File: config.mk
export PLATFORM = sky130hd
export DESIGN_NAME = converter_fault_supervisor
export DESIGN_NICKNAME = d
export VERILOG_FILES = /design/src/shared/fault_supervisor_pkg.sv /design/src/hdl/converter_fault_supervisor.sv
export VERILOG_INCLUDE_DIRS = /design/src /design/src/shared
export SDC_FILE = /design/constraint.sdc
export NUM_CORES = 1
export LEC_CHECK = 0
export BUFFER_PORTS_ARGS = -buffer_cell sky130_fd_sc_hd__buf_2
export CORE_MARGIN = 2
export CORE_UTILIZATION = 35
export DETAILED_ROUTE_END_ITERATION = 7
export PLACE_DENSITY_LB_ADDON = 0.2
export SYNTH_ARGS = -nofsm -noshare
export SYNTH_HDL_FRONTEND = slang
export SYNTH_SLANG_ARGS = --single-unit
File: constraint.sdc
create_clock -name core_clk -period 4.9 [get_ports core_clk]
set_input_delay 0.49 -clock core_clk [delete_from_list [all_inputs] [get_ports core_clk]]
set_output_delay 0.49 -clock core_clk [all_outputs]
set_load 0.05 [all_outputs]
File: src/shared/fault_supervisor_cfg.svh
// Purpose: Command codes, field positions, reset values and limits of the fault supervisor
// Assumes: Temperatures are signed 16-bit whole degrees C
// Notes:   Definitions only
`ifndef FAULT_SUPERVISOR_CFG_SVH
`define FAULT_SUPERVISOR_CFG_SVH

`define CMD_EXT_TEMP_FAULT_LIMIT 8'h4F
`define CMD_EXT_TEMP_WARN_LIMIT  8'h51
`define CMD_TEMPERATURE_STATUS   8'h7D
`define CMD_EXT_TEMP_READING     8'h8E
`define CMD_OPTION_SETTINGS      8'hE5
`define CMD_FAULT_ACTIONS        8'hD0
`define CMD_MAX_STARTUP_TIME     8'hD1
`define CMD_SOFTSTART_DURATION   8'hD2
`define CMD_VENDOR_STATUS        8'hD3
`define CMD_ALERT_MASK           8'hD4
`define CMD_SCALE_LOOP           8'hD5

`define TEMP_OT_FAULT_BIT 7
`define TEMP_OT_WARN_BIT  6

`define VS_INT_THERMAL_BIT 0
`define VS_OV_FAULT_BIT    1
`define VS_UV_FAULT_BIT    2
`define VS_OV_WARN_BIT     3
`define VS_UV_WARN_BIT     4
`define VS_STARTUP_BIT     5

`define OPT_SOFTSTART_DETECT_OFF_BIT 0

`define ACT_THERMAL_LSB 0
`define ACT_OV_LSB      2
`define ACT_UV_LSB      4

`define RST_EXT_FAULT_LIMIT 16'h007D
`define RST_EXT_WARN_LIMIT  16'h0064
`define RST_OPTION_SETTINGS         16'h0001
`define RST_ACTIONS         16'h0015
`define RST_MAX_STARTUP     16'h0032
`define RST_SOFTSTART       16'h0005
`define RST_ALERT_MASK      8'h00
`define RST_SCALE_LOOP      2'h0

`define SHUTDOWN_TEMPERATURE 16'h0091
`define THERMAL_HYSTERESIS   16'h0014
`define TEMP_GROUNDED        16'hFFD8
`define TEMP_SOFTSTART_MODE  16'h0019
`define HICCUP_PERIODS       3'h7

`define CLOCK_MHZ     200
`define MS_IN_US      1000
`define MS_CYCLES_DEF (`CLOCK_MHZ * `MS_IN_US)

`endif

File: src/shared/fault_supervisor_pkg.sv
// Purpose: Types of the fault supervisor
// Assumes: One-hot sequencer states
// Notes:   Codes live in fault_supervisor_cfg.svh
package fault_supervisor_pkg;
	typedef enum logic [6:0] {
		ST_IDLE    = 7'h01,
		ST_START   = 7'h02,
		ST_RUN     = 7'h04,
		ST_DISCHG  = 7'h08,
		ST_HICCUP  = 7'h10,
		ST_THERMAL = 7'h20,
		ST_LATCHED = 7'h40
	} seq_state_type;

	typedef enum logic [1:0] {
		ACT_LATCH   = 2'h0,
		ACT_RESTART = 2'h1,
		ACT_IGNORE  = 2'h2,
		ACT_RSVD    = 2'h3
	} fault_action_type;
endpackage : fault_supervisor_pkg
File: src/hdl/converter_fault_supervisor.sv
// Purpose: Fault supervision of a step-down converter: thermal, OV, UV, start-up, power good
// Assumes: Commands arrive decoded from the management link on core_clk; ADC words on core_clk
// Notes:   Comparator and strap pins are asynchronous and pass two flip-flops
//
// Contract
// RULE1: Junction above shutdown sets internal thermal flag
// RULE2: Stay stopped until junction cools by hysteresis
// RULE3: Internal thermal fault raises alert unless masked
// RULE4: Compare external temperature with fault, warn limits
// RULE5: External fault stops until cooled by hysteresis
// RULE6: Telemetry register tracks latest external sample
// RULE7: Host programs external fault and warn limits
// RULE8: External events set temperature flags and alert
// RULE9: Grounded sensor reads low, suppresses external faults
// RULE10: Soft-start pin mode reads constant temperature
// RULE11: Thermal response latch, restart or ignore
// RULE12: Overvoltage stops switching, low side discharges
// RULE13: Overvoltage flags, alerts, then hiccup or latch
// RULE14: Overvoltage ignore keeps regulating
// RULE15: Undervoltage after soft-start turns both switches off
// RULE16: Undervoltage sets flags and alert unless masked
// RULE17: Undervoltage ignore keeps running
// RULE18: Enforce programmable maximum start-up time
// RULE19: Start-up undervoltage deferred to maximum start time
// RULE20: Power good only inside warning window
// RULE21: Power-good hysteresis scales inversely with loop scale
// RULE22: Power good low on any fault; an undervoltage or an external over-temperature under the ignore action does not pull it low
// RULE23: Restart waits seven soft-start periods
// RULE24: Warnings flag only, switching continues
// RULE25: Flags stay until host clears them
`include "fault_supervisor_cfg.svh"
`timescale 1ns/100ps
`default_nettype none

module converter_fault_supervisor #(
	parameter int MS_CYCLES = `MS_CYCLES_DEF
) (
	input  wire logic        core_clk,
	input  wire logic        resetn,
	input  wire logic        cmdValid,
	input  wire logic        cmdWrite,
	input  wire logic [7:0]  cmdCode,
	input  wire logic [15:0] cmdData,
	output var  logic        rspValid,
	output var  logic [15:0] rspData,
	input  wire logic        runRequest,
	input  wire logic [15:0] junctionTemp,
	input  wire logic [15:0] sensorTemp,
	input  wire logic        sensorTempValid,
	input  wire logic        sensorGrounded,
	input  wire logic        overvoltageFault,
	input  wire logic        undervoltageFault,
	input  wire logic        overvoltageWarn,
	input  wire logic        undervoltageWarn,
	output var  logic        switchEnable,
	output var  logic        lowSideOn,
	output var  logic [2:0]  pgHystMultiple,
	output var  logic        powerOkOe,
	output var  logic        alertOe
);
	import fault_supervisor_pkg::*;

	typedef struct packed {
		logic [4:0]    sync1;
		logic [4:0]    sync2;
		seq_state_type st;
		logic [17:0]   tick;
		logic [15:0]   msCnt;
		logic          intHot;
		logic [15:0]   intTrip;
		logic          extHot;
		logic [15:0]   extTrip;
		logic [15:0]   extSample;
		logic [15:0]   faultLimit;
		logic [15:0]   warnLimit;
		logic [15:0]   option_settings;
		logic [15:0]   actions;
		logic [15:0]   maxStartup;
		logic [15:0]   softstart;
		logic [7:0]    tempStatus;
		logic [7:0]    vendorStatus;
		logic [7:0]    alertMask;
		logic [1:0]    scaleLoop;
		logic          rspValid;
		logic [15:0]   rspData;
		logic          switchEn;
		logic          lowSide;
		logic [2:0]    hyst;
		logic          pgOe;
		logic          alertOe;
	} state_type;

	state_type state_reg;
	state_type state_next;

	// Signed compare of two temperature words
	function automatic logic tempAbove(input logic [15:0] a, input logic [15:0] b);
		tempAbove = $signed(a) > $signed(b);
	endfunction : tempAbove

	function automatic fault_action_type actionOf(input logic [15:0] acts, input int lsb);
		actionOf = fault_action_type'(acts[lsb +: 2]);
	endfunction : actionOf

	logic             ovPin;
	logic             uvPin;
	logic             ovWarnPin;
	logic             uvWarnPin;
	logic             groundedPin;
	logic             msPulse;
	logic             sensing;
	logic [15:0]      reading;
	logic             extOver;
	logic             extWarn;
	logic             thermalStop;
	logic             junctionHot;
	logic             faultActive;
	logic [7:0]       tempSet;
	logic [7:0]       vendorSet;
	logic [7:0]       tempClr;
	logic [7:0]       vendorClr;
	logic             wr;
	fault_action_type thAct;
	fault_action_type ovAct;
	fault_action_type uvAct;

	always_comb begin
		state_next = state_reg;
		state_next.sync1 = {sensorGrounded, undervoltageWarn, overvoltageWarn,
			undervoltageFault, overvoltageFault};
		state_next.sync2 = state_reg.sync1;
		ovPin = state_reg.sync2[0];
		uvPin = state_reg.sync2[1];
		ovWarnPin = state_reg.sync2[2];
		uvWarnPin = state_reg.sync2[3];
		groundedPin = state_reg.sync2[4];
		thAct = actionOf(state_reg.actions, `ACT_THERMAL_LSB);
		ovAct = actionOf(state_reg.actions, `ACT_OV_LSB);
		uvAct = actionOf(state_reg.actions, `ACT_UV_LSB);
		wr = cmdValid && cmdWrite;
		tempSet = 8'h00;
		vendorSet = 8'h00;
		tempClr = 8'h00;
		vendorClr = 8'h00;

		// Millisecond tick; wide count so it stays a parameter
		msPulse = state_reg.tick == 18'(MS_CYCLES - 1);
		state_next.tick = msPulse ? 18'h00000 : state_reg.tick + 18'h00001;

		// RULE10: soft-start pin mode
		sensing = state_reg.option_settings[`OPT_SOFTSTART_DETECT_OFF_BIT];
		// RULE6: latest sample kept
		if (sensorTempValid) begin
			state_next.extSample = sensorTemp;
		end
		// RULE9: grounded sensor value
		if (!sensing) begin
			reading = `TEMP_SOFTSTART_MODE;
		end else if (groundedPin) begin
			reading = `TEMP_GROUNDED;
		end else begin
			reading = state_reg.extSample;
		end

		// RULE4: limit comparisons
		extOver = sensing && !groundedPin && tempAbove(reading, state_reg.faultLimit);
		extWarn = sensing && !groundedPin && tempAbove(reading, state_reg.warnLimit);

		// RULE1: internal trip point
		junctionHot = tempAbove(junctionTemp, `SHUTDOWN_TEMPERATURE);
		if (!state_reg.intHot && junctionHot) begin
			state_next.intHot = 1'b1;
			state_next.intTrip = junctionTemp;
		end
		// RULE2: cool by hysteresis
		if (state_reg.intHot
			&& !tempAbove(junctionTemp, state_reg.intTrip - `THERMAL_HYSTERESIS)) begin
			state_next.intHot = 1'b0;
		end
		if (state_reg.intHot) begin
			vendorSet[`VS_INT_THERMAL_BIT] = 1'b1;
		end

		// RULE11: ignore leaves external fault without stop
		if (!state_reg.extHot && extOver && thAct != ACT_IGNORE) begin
			state_next.extHot = 1'b1;
			state_next.extTrip = reading;
		end
		// RULE5: external cool-down
		if (state_reg.extHot && (!sensing || groundedPin
			|| !tempAbove(reading, state_reg.extTrip - `THERMAL_HYSTERESIS))) begin
			state_next.extHot = 1'b0;
		end
		// RULE8: temperature flags
		tempSet[`TEMP_OT_FAULT_BIT] = extOver;
		// RULE24: warning flags only
		tempSet[`TEMP_OT_WARN_BIT] = extWarn;
		vendorSet[`VS_OV_WARN_BIT] = ovWarnPin;
		vendorSet[`VS_UV_WARN_BIT] = uvWarnPin;
		// A hot junction blocks a start in the same cycle, not one later
		thermalStop = state_reg.intHot || state_reg.extHot || junctionHot;

		// RULE18: start-up timer
		if (msPulse && (state_reg.st == ST_START || state_reg.st == ST_HICCUP)) begin
			state_next.msCnt = state_reg.msCnt + 16'h0001;
		end

		unique case (state_reg.st)
			ST_IDLE: begin
				state_next.msCnt = 16'h0000;
				if (runRequest && !thermalStop) begin
					state_next.st = ST_START;
				end
			end
			ST_START, ST_RUN: begin
				if (!runRequest) begin
					state_next.st = ST_IDLE;
				end else if (thermalStop) begin
					// RULE11: latch-off only for external latch setting
					state_next.st = (state_reg.extHot && thAct == ACT_LATCH) ? ST_LATCHED
						: ST_THERMAL;
				// RULE14: ignore leaves switching alone
				end else if (ovPin && ovAct != ACT_IGNORE) begin
					// RULE12: stop and discharge
					state_next.st = ST_DISCHG;
				end else if (state_reg.st == ST_START) begin
					// RULE19: undervoltage judged at max start time
					if (!uvPin && state_reg.msCnt >= state_reg.softstart) begin
						state_next.st = ST_RUN;
					end else if (uvPin && state_reg.msCnt >= state_reg.maxStartup) begin
						vendorSet[`VS_STARTUP_BIT] = 1'b1;
						vendorSet[`VS_UV_FAULT_BIT] = 1'b1;
						// RULE17: ignore keeps running
						if (uvAct == ACT_IGNORE) begin
							state_next.st = ST_RUN;
						end else begin
							state_next.st = (uvAct == ACT_LATCH) ? ST_LATCHED : ST_HICCUP;
							state_next.msCnt = 16'h0000;
						end
					end
				end else if (uvPin) begin
					// RULE16: regulation undervoltage flag
					vendorSet[`VS_UV_FAULT_BIT] = 1'b1;
					// RULE15: both off, wait reset or hiccup
					if (uvAct != ACT_IGNORE) begin
						state_next.st = (uvAct == ACT_LATCH) ? ST_LATCHED : ST_HICCUP;
						state_next.msCnt = 16'h0000;
					end
				end
			end
			ST_DISCHG: begin
				// RULE13: hiccup or latch after discharge
				if (uvPin) begin
					state_next.st = (ovAct == ACT_LATCH) ? ST_LATCHED : ST_HICCUP;
					state_next.msCnt = 16'h0000;
				end
			end
			ST_HICCUP: begin
				// RULE23: seven soft-start periods
				if (!runRequest) begin
					state_next.st = ST_IDLE;
				end else if (!thermalStop
					&& state_reg.msCnt >= 16'(state_reg.softstart * `HICCUP_PERIODS)) begin
					state_next.st = ST_START;
					state_next.msCnt = 16'h0000;
				end
			end
			ST_THERMAL: begin
				if (!runRequest) begin
					state_next.st = ST_IDLE;
				end else if (!thermalStop) begin
					state_next.st = ST_START;
					state_next.msCnt = 16'h0000;
				end
			end
			ST_LATCHED: begin
				// External reset is a drop of the run request
				if (!runRequest) begin
					state_next.st = ST_IDLE;
				end
			end
			default: begin
				state_next.st = ST_IDLE;
			end
		endcase

		// RULE13: overvoltage flag whenever seen
		vendorSet[`VS_OV_FAULT_BIT] = ovPin;

		// RULE7: host programs limits
		state_next.rspValid = cmdValid && !cmdWrite;
		state_next.rspData = 16'h0000;
		if (wr) begin
			unique case (cmdCode)
				`CMD_EXT_TEMP_FAULT_LIMIT: state_next.faultLimit = cmdData;
				`CMD_EXT_TEMP_WARN_LIMIT:  state_next.warnLimit = cmdData;
				`CMD_OPTION_SETTINGS:      state_next.option_settings = cmdData;
				`CMD_FAULT_ACTIONS:        state_next.actions = cmdData;
				`CMD_MAX_STARTUP_TIME:     state_next.maxStartup = cmdData;
				`CMD_SOFTSTART_DURATION:   state_next.softstart = cmdData;
				`CMD_ALERT_MASK:           state_next.alertMask = cmdData[7:0];
				`CMD_SCALE_LOOP:           state_next.scaleLoop = cmdData[1:0];
				`CMD_TEMPERATURE_STATUS:   tempClr = cmdData[7:0];
				`CMD_VENDOR_STATUS:        vendorClr = cmdData[7:0];
				default: begin
				end
			endcase
		end
		if (cmdValid && !cmdWrite) begin
			unique case (cmdCode)
				`CMD_EXT_TEMP_FAULT_LIMIT: state_next.rspData = state_reg.faultLimit;
				`CMD_EXT_TEMP_WARN_LIMIT:  state_next.rspData = state_reg.warnLimit;
				`CMD_OPTION_SETTINGS:      state_next.rspData = state_reg.option_settings;
				`CMD_FAULT_ACTIONS:        state_next.rspData = state_reg.actions;
				`CMD_MAX_STARTUP_TIME:     state_next.rspData = state_reg.maxStartup;
				`CMD_SOFTSTART_DURATION:   state_next.rspData = state_reg.softstart;
				`CMD_ALERT_MASK:           state_next.rspData = {8'h00, state_reg.alertMask};
				`CMD_SCALE_LOOP:           state_next.rspData = {14'h0000, state_reg.scaleLoop};
				`CMD_TEMPERATURE_STATUS:   state_next.rspData = {8'h00, state_reg.tempStatus};
				`CMD_VENDOR_STATUS:        state_next.rspData = {8'h00, state_reg.vendorStatus};
				`CMD_EXT_TEMP_READING:     state_next.rspData = reading;
				default:                   state_next.rspData = 16'h0000;
			endcase
		end

		// RULE25: sticky flags, set beats clear
		state_next.tempStatus = (state_reg.tempStatus & ~tempClr) | tempSet;
		state_next.vendorStatus = (state_reg.vendorStatus & ~vendorClr) | vendorSet;

		// RULE3: unmasked flags drive the alert
		state_next.alertOe = |({state_reg.tempStatus, state_reg.vendorStatus}
			& ~{state_reg.alertMask, state_reg.alertMask});

		// Switch control follows the next state so outputs change with it
		state_next.switchEn = state_next.st == ST_START || state_next.st == ST_RUN;
		state_next.lowSide = state_next.st == ST_DISCHG;

		// RULE21: hysteresis multiple 1, 2, 4 for scale 1, 0.5, 0.25
		unique case (state_reg.scaleLoop)
			2'h1:    state_next.hyst = 3'h2;
			2'h2:    state_next.hyst = 3'h4;
			default: state_next.hyst = 3'h1;
		endcase

		// RULE22: any active fault except undervoltage or external over-temperature under ignore pulls low
		faultActive = thermalStop || ovPin || (extOver && thAct != ACT_IGNORE)
			|| !(state_reg.st inside {ST_START, ST_RUN});
		// RULE20: released only in window after start-up
		state_next.pgOe = !(state_reg.st == ST_RUN && !faultActive && !ovWarnPin && !uvWarnPin);
	end

	always_ff @(posedge core_clk or negedge resetn) begin
		if (!resetn) begin
			state_reg <= '{
				sync1: 5'h00, sync2: 5'h00, st: ST_IDLE, tick: 18'h00000,
				msCnt: 16'h0000, intHot: 1'b0, intTrip: 16'h0000,
				extHot: 1'b0, extTrip: 16'h0000, extSample: 16'h0000,
				faultLimit: `RST_EXT_FAULT_LIMIT, warnLimit: `RST_EXT_WARN_LIMIT,
				option_settings: `RST_OPTION_SETTINGS, actions: `RST_ACTIONS,
				maxStartup: `RST_MAX_STARTUP, softstart: `RST_SOFTSTART,
				tempStatus: 8'h00, vendorStatus: 8'h00, alertMask: `RST_ALERT_MASK,
				scaleLoop: `RST_SCALE_LOOP, rspValid: 1'b0, rspData: 16'h0000,
				switchEn: 1'b0, lowSide: 1'b0, hyst: 3'h1, pgOe: 1'b1, alertOe: 1'b0
			};
		end else begin
			state_reg <= state_next;
		end
	end

	assign rspValid = state_reg.rspValid;
	assign rspData = state_reg.rspData;
	assign switchEnable = state_reg.switchEn;
	assign lowSideOn = state_reg.lowSide;
	assign pgHystMultiple = state_reg.hyst;
	assign powerOkOe = state_reg.pgOe;
	assign alertOe = state_reg.alertOe;
endmodule : converter_fault_supervisor

`default_nettype wire

== After elaboration in Yosys (flattened, before gate mapping) ==
Cells that the tools add are included.

* Add/sub/neg operators: 4
* Multiply operators: 1
* Order comparisons: 8
* Eq/ne operators: 28
* Multiplexer cells: 64
* Bitwise operators: 8
* Reduce and logical (&&, ||, !) cells: 60

{| class="wikitable"
|+ Operators with widths
! operator !! number
|-
| two-way mux 16 bit || 18
|-
| one-hot mux 16 bit (11 select lines) || 1
|-
| two-way mux 7 bit || 19
|-
| one-hot mux 16 bit (5 select lines) || 1
|-
| equality test 8 bit, second input constant || 8
|-
| > comparator 16 bit || 4
|-
| >= comparator 16 bit || 3
|-
| one-hot mux 7 bit (6 select lines) || 1
|-
| two-way mux 17 bit || 2
|-
| two-way mux 8 bit || 4
|-
| subtractor 16 x 5 -> 16 bit, second input constant || 2
|-
| equality test 8 x 7 -> 1 bit, second input constant || 3
|-
| logical AND 1 bit || 21
|-
| adder 18 x 1 -> 18 bit, second input constant || 1
|-
| equality test 18 bit, second input constant || 1
|-
| two-way mux 18 bit || 1
|-
| adder 16 x 1 -> 16 bit, second input constant || 1
|-
| bitwise AND 16 bit || 1
|-
| bitwise AND 8 bit || 2
|-
| > comparator 16 x 9 -> 1 bit, second input constant || 1
|-
| multiplier 16 x 3 -> 16 bit, second input constant || 1
|-
| two-way mux 1 bit || 16
|-
| inverter 16 bit || 1
|-
| inverter 8 bit || 2
|-
| other kinds (20) || 58
|}

* Flip-flop bits (word level): 247
* Input bits: 67
* Output and inout bits: 24
* Logic and storage cells: 200

== Depth between registers and ports, before layout ==
* Depth in word-level cells: 12
* Gate-level depth with buffers: 21
* Gate-level depth less buffers: 20

== Worst setup path after synthesis ==
OpenSTA, ideal clock, no wires.

* Kind: reg-to-reg
* Start point: register state_reg[52] (netlist bit)
* End point: register state_reg[196] (netlist bit)
* Setup time: 0.122 ns
* Arrival: 4.285 ns
* Required time: 4.778 ns
* Slack: 0.493 ns
* Stages on the path, launching flop included: 20
* Buffers on the path: 1
* Path through: dfstp_2 -> fa_1 -> ha_1 -> fa_1 -> a21o_1 -> a21oi_1 -> nor2b_1 -> o211ai_1 -> nand2_1 -> a41oi_1 -> a21oi_1 -> xnor2_1 -> ha_1 -> nand3_1 -> a2111oi_0 -> o41ai_1 -> a21oi_1 -> o2111a_1 -> buf_2 -> nor2_1

{| class="wikitable"
|+ RTL lines
! item !! line !! text
|-
| start, declared || converter_fault_supervisor.sv:93 || <nowiki>state_type state_reg;</nowiki>
|-
| start signal, assigned || converter_fault_supervisor.sv:354 || <nowiki>state_reg <= '{</nowiki>
|-
| start signal, assigned || converter_fault_supervisor.sv:366 || <nowiki>state_reg <= state_next;</nowiki>
|}

==> metrics.md <==
| Metric | Value |
|---|---|
| Slowest cell on crit path | `dfstp_2` |
| CTS sink count | `247` |
| Synth Warn # | `0` |
| Maxcap violations | `0` |
| Syn Std Cell Area | `0.0149 sq mm` |
| Final WL | `39.4 mm` |
| WP depth | `19` |
| Crit path largest cell delay | `0.58 ns` |
| First-pass GRT wire length | `63.5 mm` |
| Net Count, Synth | `1619` |
| Pre-CTS setup slack | `0.232 ns` |
| Period minus WS final | `4.51 ns` |
| CP Capture Type | `flip-flop` |
| GRT overflow | `0` |
| Ant. Diodes | `0` |
| Vias in the first global route | `11235` |
| Starting Density | `0.355` |
| GR Util All Layers | `0.181` |
| Inserted Clock Buffers | `30` |
| IO Pins | `91` |
| Leading area contributor after synthesis | `dfrtp_1` |
| Routed WL per cell | `19.3 um` |
| Dpl hpwl | `29.1 mm` |
| ANT nets after route | `0` |
| Critical path peak fanout | `16` |
| DRT Pass-1 Iters | `5` |
| Clock Tree Buf Depth | `3` |
| Critical Path RT | `5.37 ns` |
| Main synth FF type | `dfrtp_1` |
| Initial antenna violation count | `1` |
| Kind of critical path | `flip-flop to flip-flop` |
| Layout Nets | `1691` |
| Post-synth EDFFs | `0` |
| Seq cells post-synth | `247` |
| CP startpoint kind | `flip-flop` |
| R2r setup slk | `0.39 ns` |
| Vias/cell | `5.29` |
| Tot Pwr | `5.91 mW` |
| Max VDD drop | `0.000270 V` |
| Row count | `75` |
| DR vias | `10789` |
| Final slew viol count | `0` |
| Tightest Pin Transition | `1.11 ns` |
| Seq/Total Area, Yosys | `0.416` |
| Yosys top cell area share | `0.379` |
| Final worst slack | `0.393 ns` |
| CTS root buf | `clkbuf_16` |
| Worst-path cell chain | `fa_1 > ha_1 > fa_1 > a21o_1 > a21oi_2 > nor2b_1 > o211ai_1 > nand2_1 > a41oi_2 > a21oi_1 > xnor2_1 > ha_1 > nand3_1 > a2111oi_2 > o41ai_1 > a21oi_1 > o2111a_1 > buf_12 > nor2_1` |
| Area growth syn-to-layout | `14.4%` |
| Worst Hold Slack | `0.0235 ns` |
| Largest net degree at the start of global routing | `104` |
| H-tree depth | `1` |
| Final period util | `0.920` |
| Worst-Skew Late Latency | `0.59 ns` |
| Async set-reset flop share out of synthesis | `1.00` |
| Die height | `211 um` |
| # fillers | `4136` |
| Hold Path Class | `input pin to flip-flop` |
| R2r endpoint | `state_reg[196]` |
| Crit path buffers/inverters | `1` |
| Max-slew headroom at the worst pin | `0.256` |
| Most common cell after layout, fill and taps aside | `dfrtp_1` |
| Synth Instances | `1407` |
| Family with the most delay on the worst path | `compound AO/OA/AOI/OAI gates` |
| Final setup TNS | `0 ns` |
| Run status | `completed` |
| Crit path DAT | `4.98 ns` |
| Placer congestion estimate | `0.834` |
| Peak Freq | `222 MHz` |
| TritonCTS clock tree | `built` |
| Power density cells | `346 mW/mm^2` |
| Core area | `0.0420 sq mm` |
| Buffers on Ports | `90` |
| Die width | `211 um` |
| RR Startpoint | `state_reg[52]` |
| Largest register FFs | `212` |
| Worst Setup SP | `state_reg[52]` |
| Worst R2R Path Depth | `19` |
| Syn Area/Cell | `10.6 sq um` |
| Pleak | `8.07 nW` |
| CTS clk-pin slew, worst paths | `0.07 ns` |
| Post-synthesis cell type count | `84` |
| Share of cells above drive strength 1 | `0.208` |
| Most frequent cells in the layout | `dfrtp_1 (226), ha_1 (131), mux2_2 (111)` |
| # setup viols final | `0` |
| Number of remaining DRC errors | `0` |
| Worst Setup EP | `state_reg[196]` |
| Clk_skew | `0.0173 ns` |
| Leading post-synthesis cells by cell area | `dfrtp_1 (38%), ha_1 (11%), mux2_2 (8.4%)` |
| Hold Vio Cnt, Final | `0` |
| Initial DRC count | `620` |
| Die ar. | `0.0443 sq mm` |
==> cell families (layout without fill, tap and decap cells) <==
group           after synthesis  after routing  share of synthesized area
compound gates              279            279                      0.128
buf+inv                     162            257                     0.0483
flops                       247            247                      0.416
mux                         147            147                      0.112
simple gates                356            356                      0.126
fa+ha+maj                   145            145                      0.129
xor+xnor                     71             71                     0.0416
==> synth_stat cells, drive strengths merged, types with 31 or more instances <==
library cell / instances
a21o: 31
a21oi: 46
buf: 42
dfrtp: 226
ha: 131
inv: 91
mux2: 132
nand2: 98
nand3: 31
nor2: 79
o21ai: 69
xnor2: 42
==> per-stage QoR <==
step	cell area (sq um)	cells	util
after floorplan	14900	1407	-
after global placement	15800	1978	0.376
after detailed placement	15800	1978	0.376
after CTS	17000	2038	0.405
after global routing	17100	2041	0.406
final	17100	2041	0.406
==> final cells by class <==
cell class	count	area, sq um	share of cell area
clock inverters	17	324	0.0190
multi-input cells	998	8020	0.469
clock buffers	38	861	0.0504
repair buffers	111	656	0.0384
well taps	539	674	0.0395
flip-flops and latches	247	6210	0.363
inverters	91	342	0.0200
==> worst min path at each step <==
stage | to | startpoint | cells after the start
final | state_next[239] | overvoltageWarn | 1
after global routing | state_next[239] | overvoltageWarn | 1
after CTS | state_next[239] | overvoltageWarn | 1
after detailed placement | ovPin | state_next[237] | 0
after global placement | state_reg[238] | state_next[238] | 0
after floorplan | alertOe | resetn | 0
==> metal layers <==
metal  routed length (um)  global-route usage  up-vias
met5                   13                   0        -
met4                  924              0.0437        2
li1                     -                   -     5181
met2                19000               0.309      191
met1                18100               0.241     5361
met3                 1370              0.0264       54
==> timing repair <==
item / CTS / global route
endpoints found under the setup margin: 0 / 19
gates resized for setup: 0 / 5
buffers inserted: 0 / 3
hold endpoints to repair: 75 / 0
hold buffers: 5 / 0
==> power breakdown <==
part           internal (mW)  switching, mW  leakage, nW
clock                   1.67          0.958        0.581
sequential              2.18          0.158         3.16
combinational          0.441          0.504         4.32
total                   4.29           1.62         8.07
No activity file was read; power rests on OpenSTA's default activity.
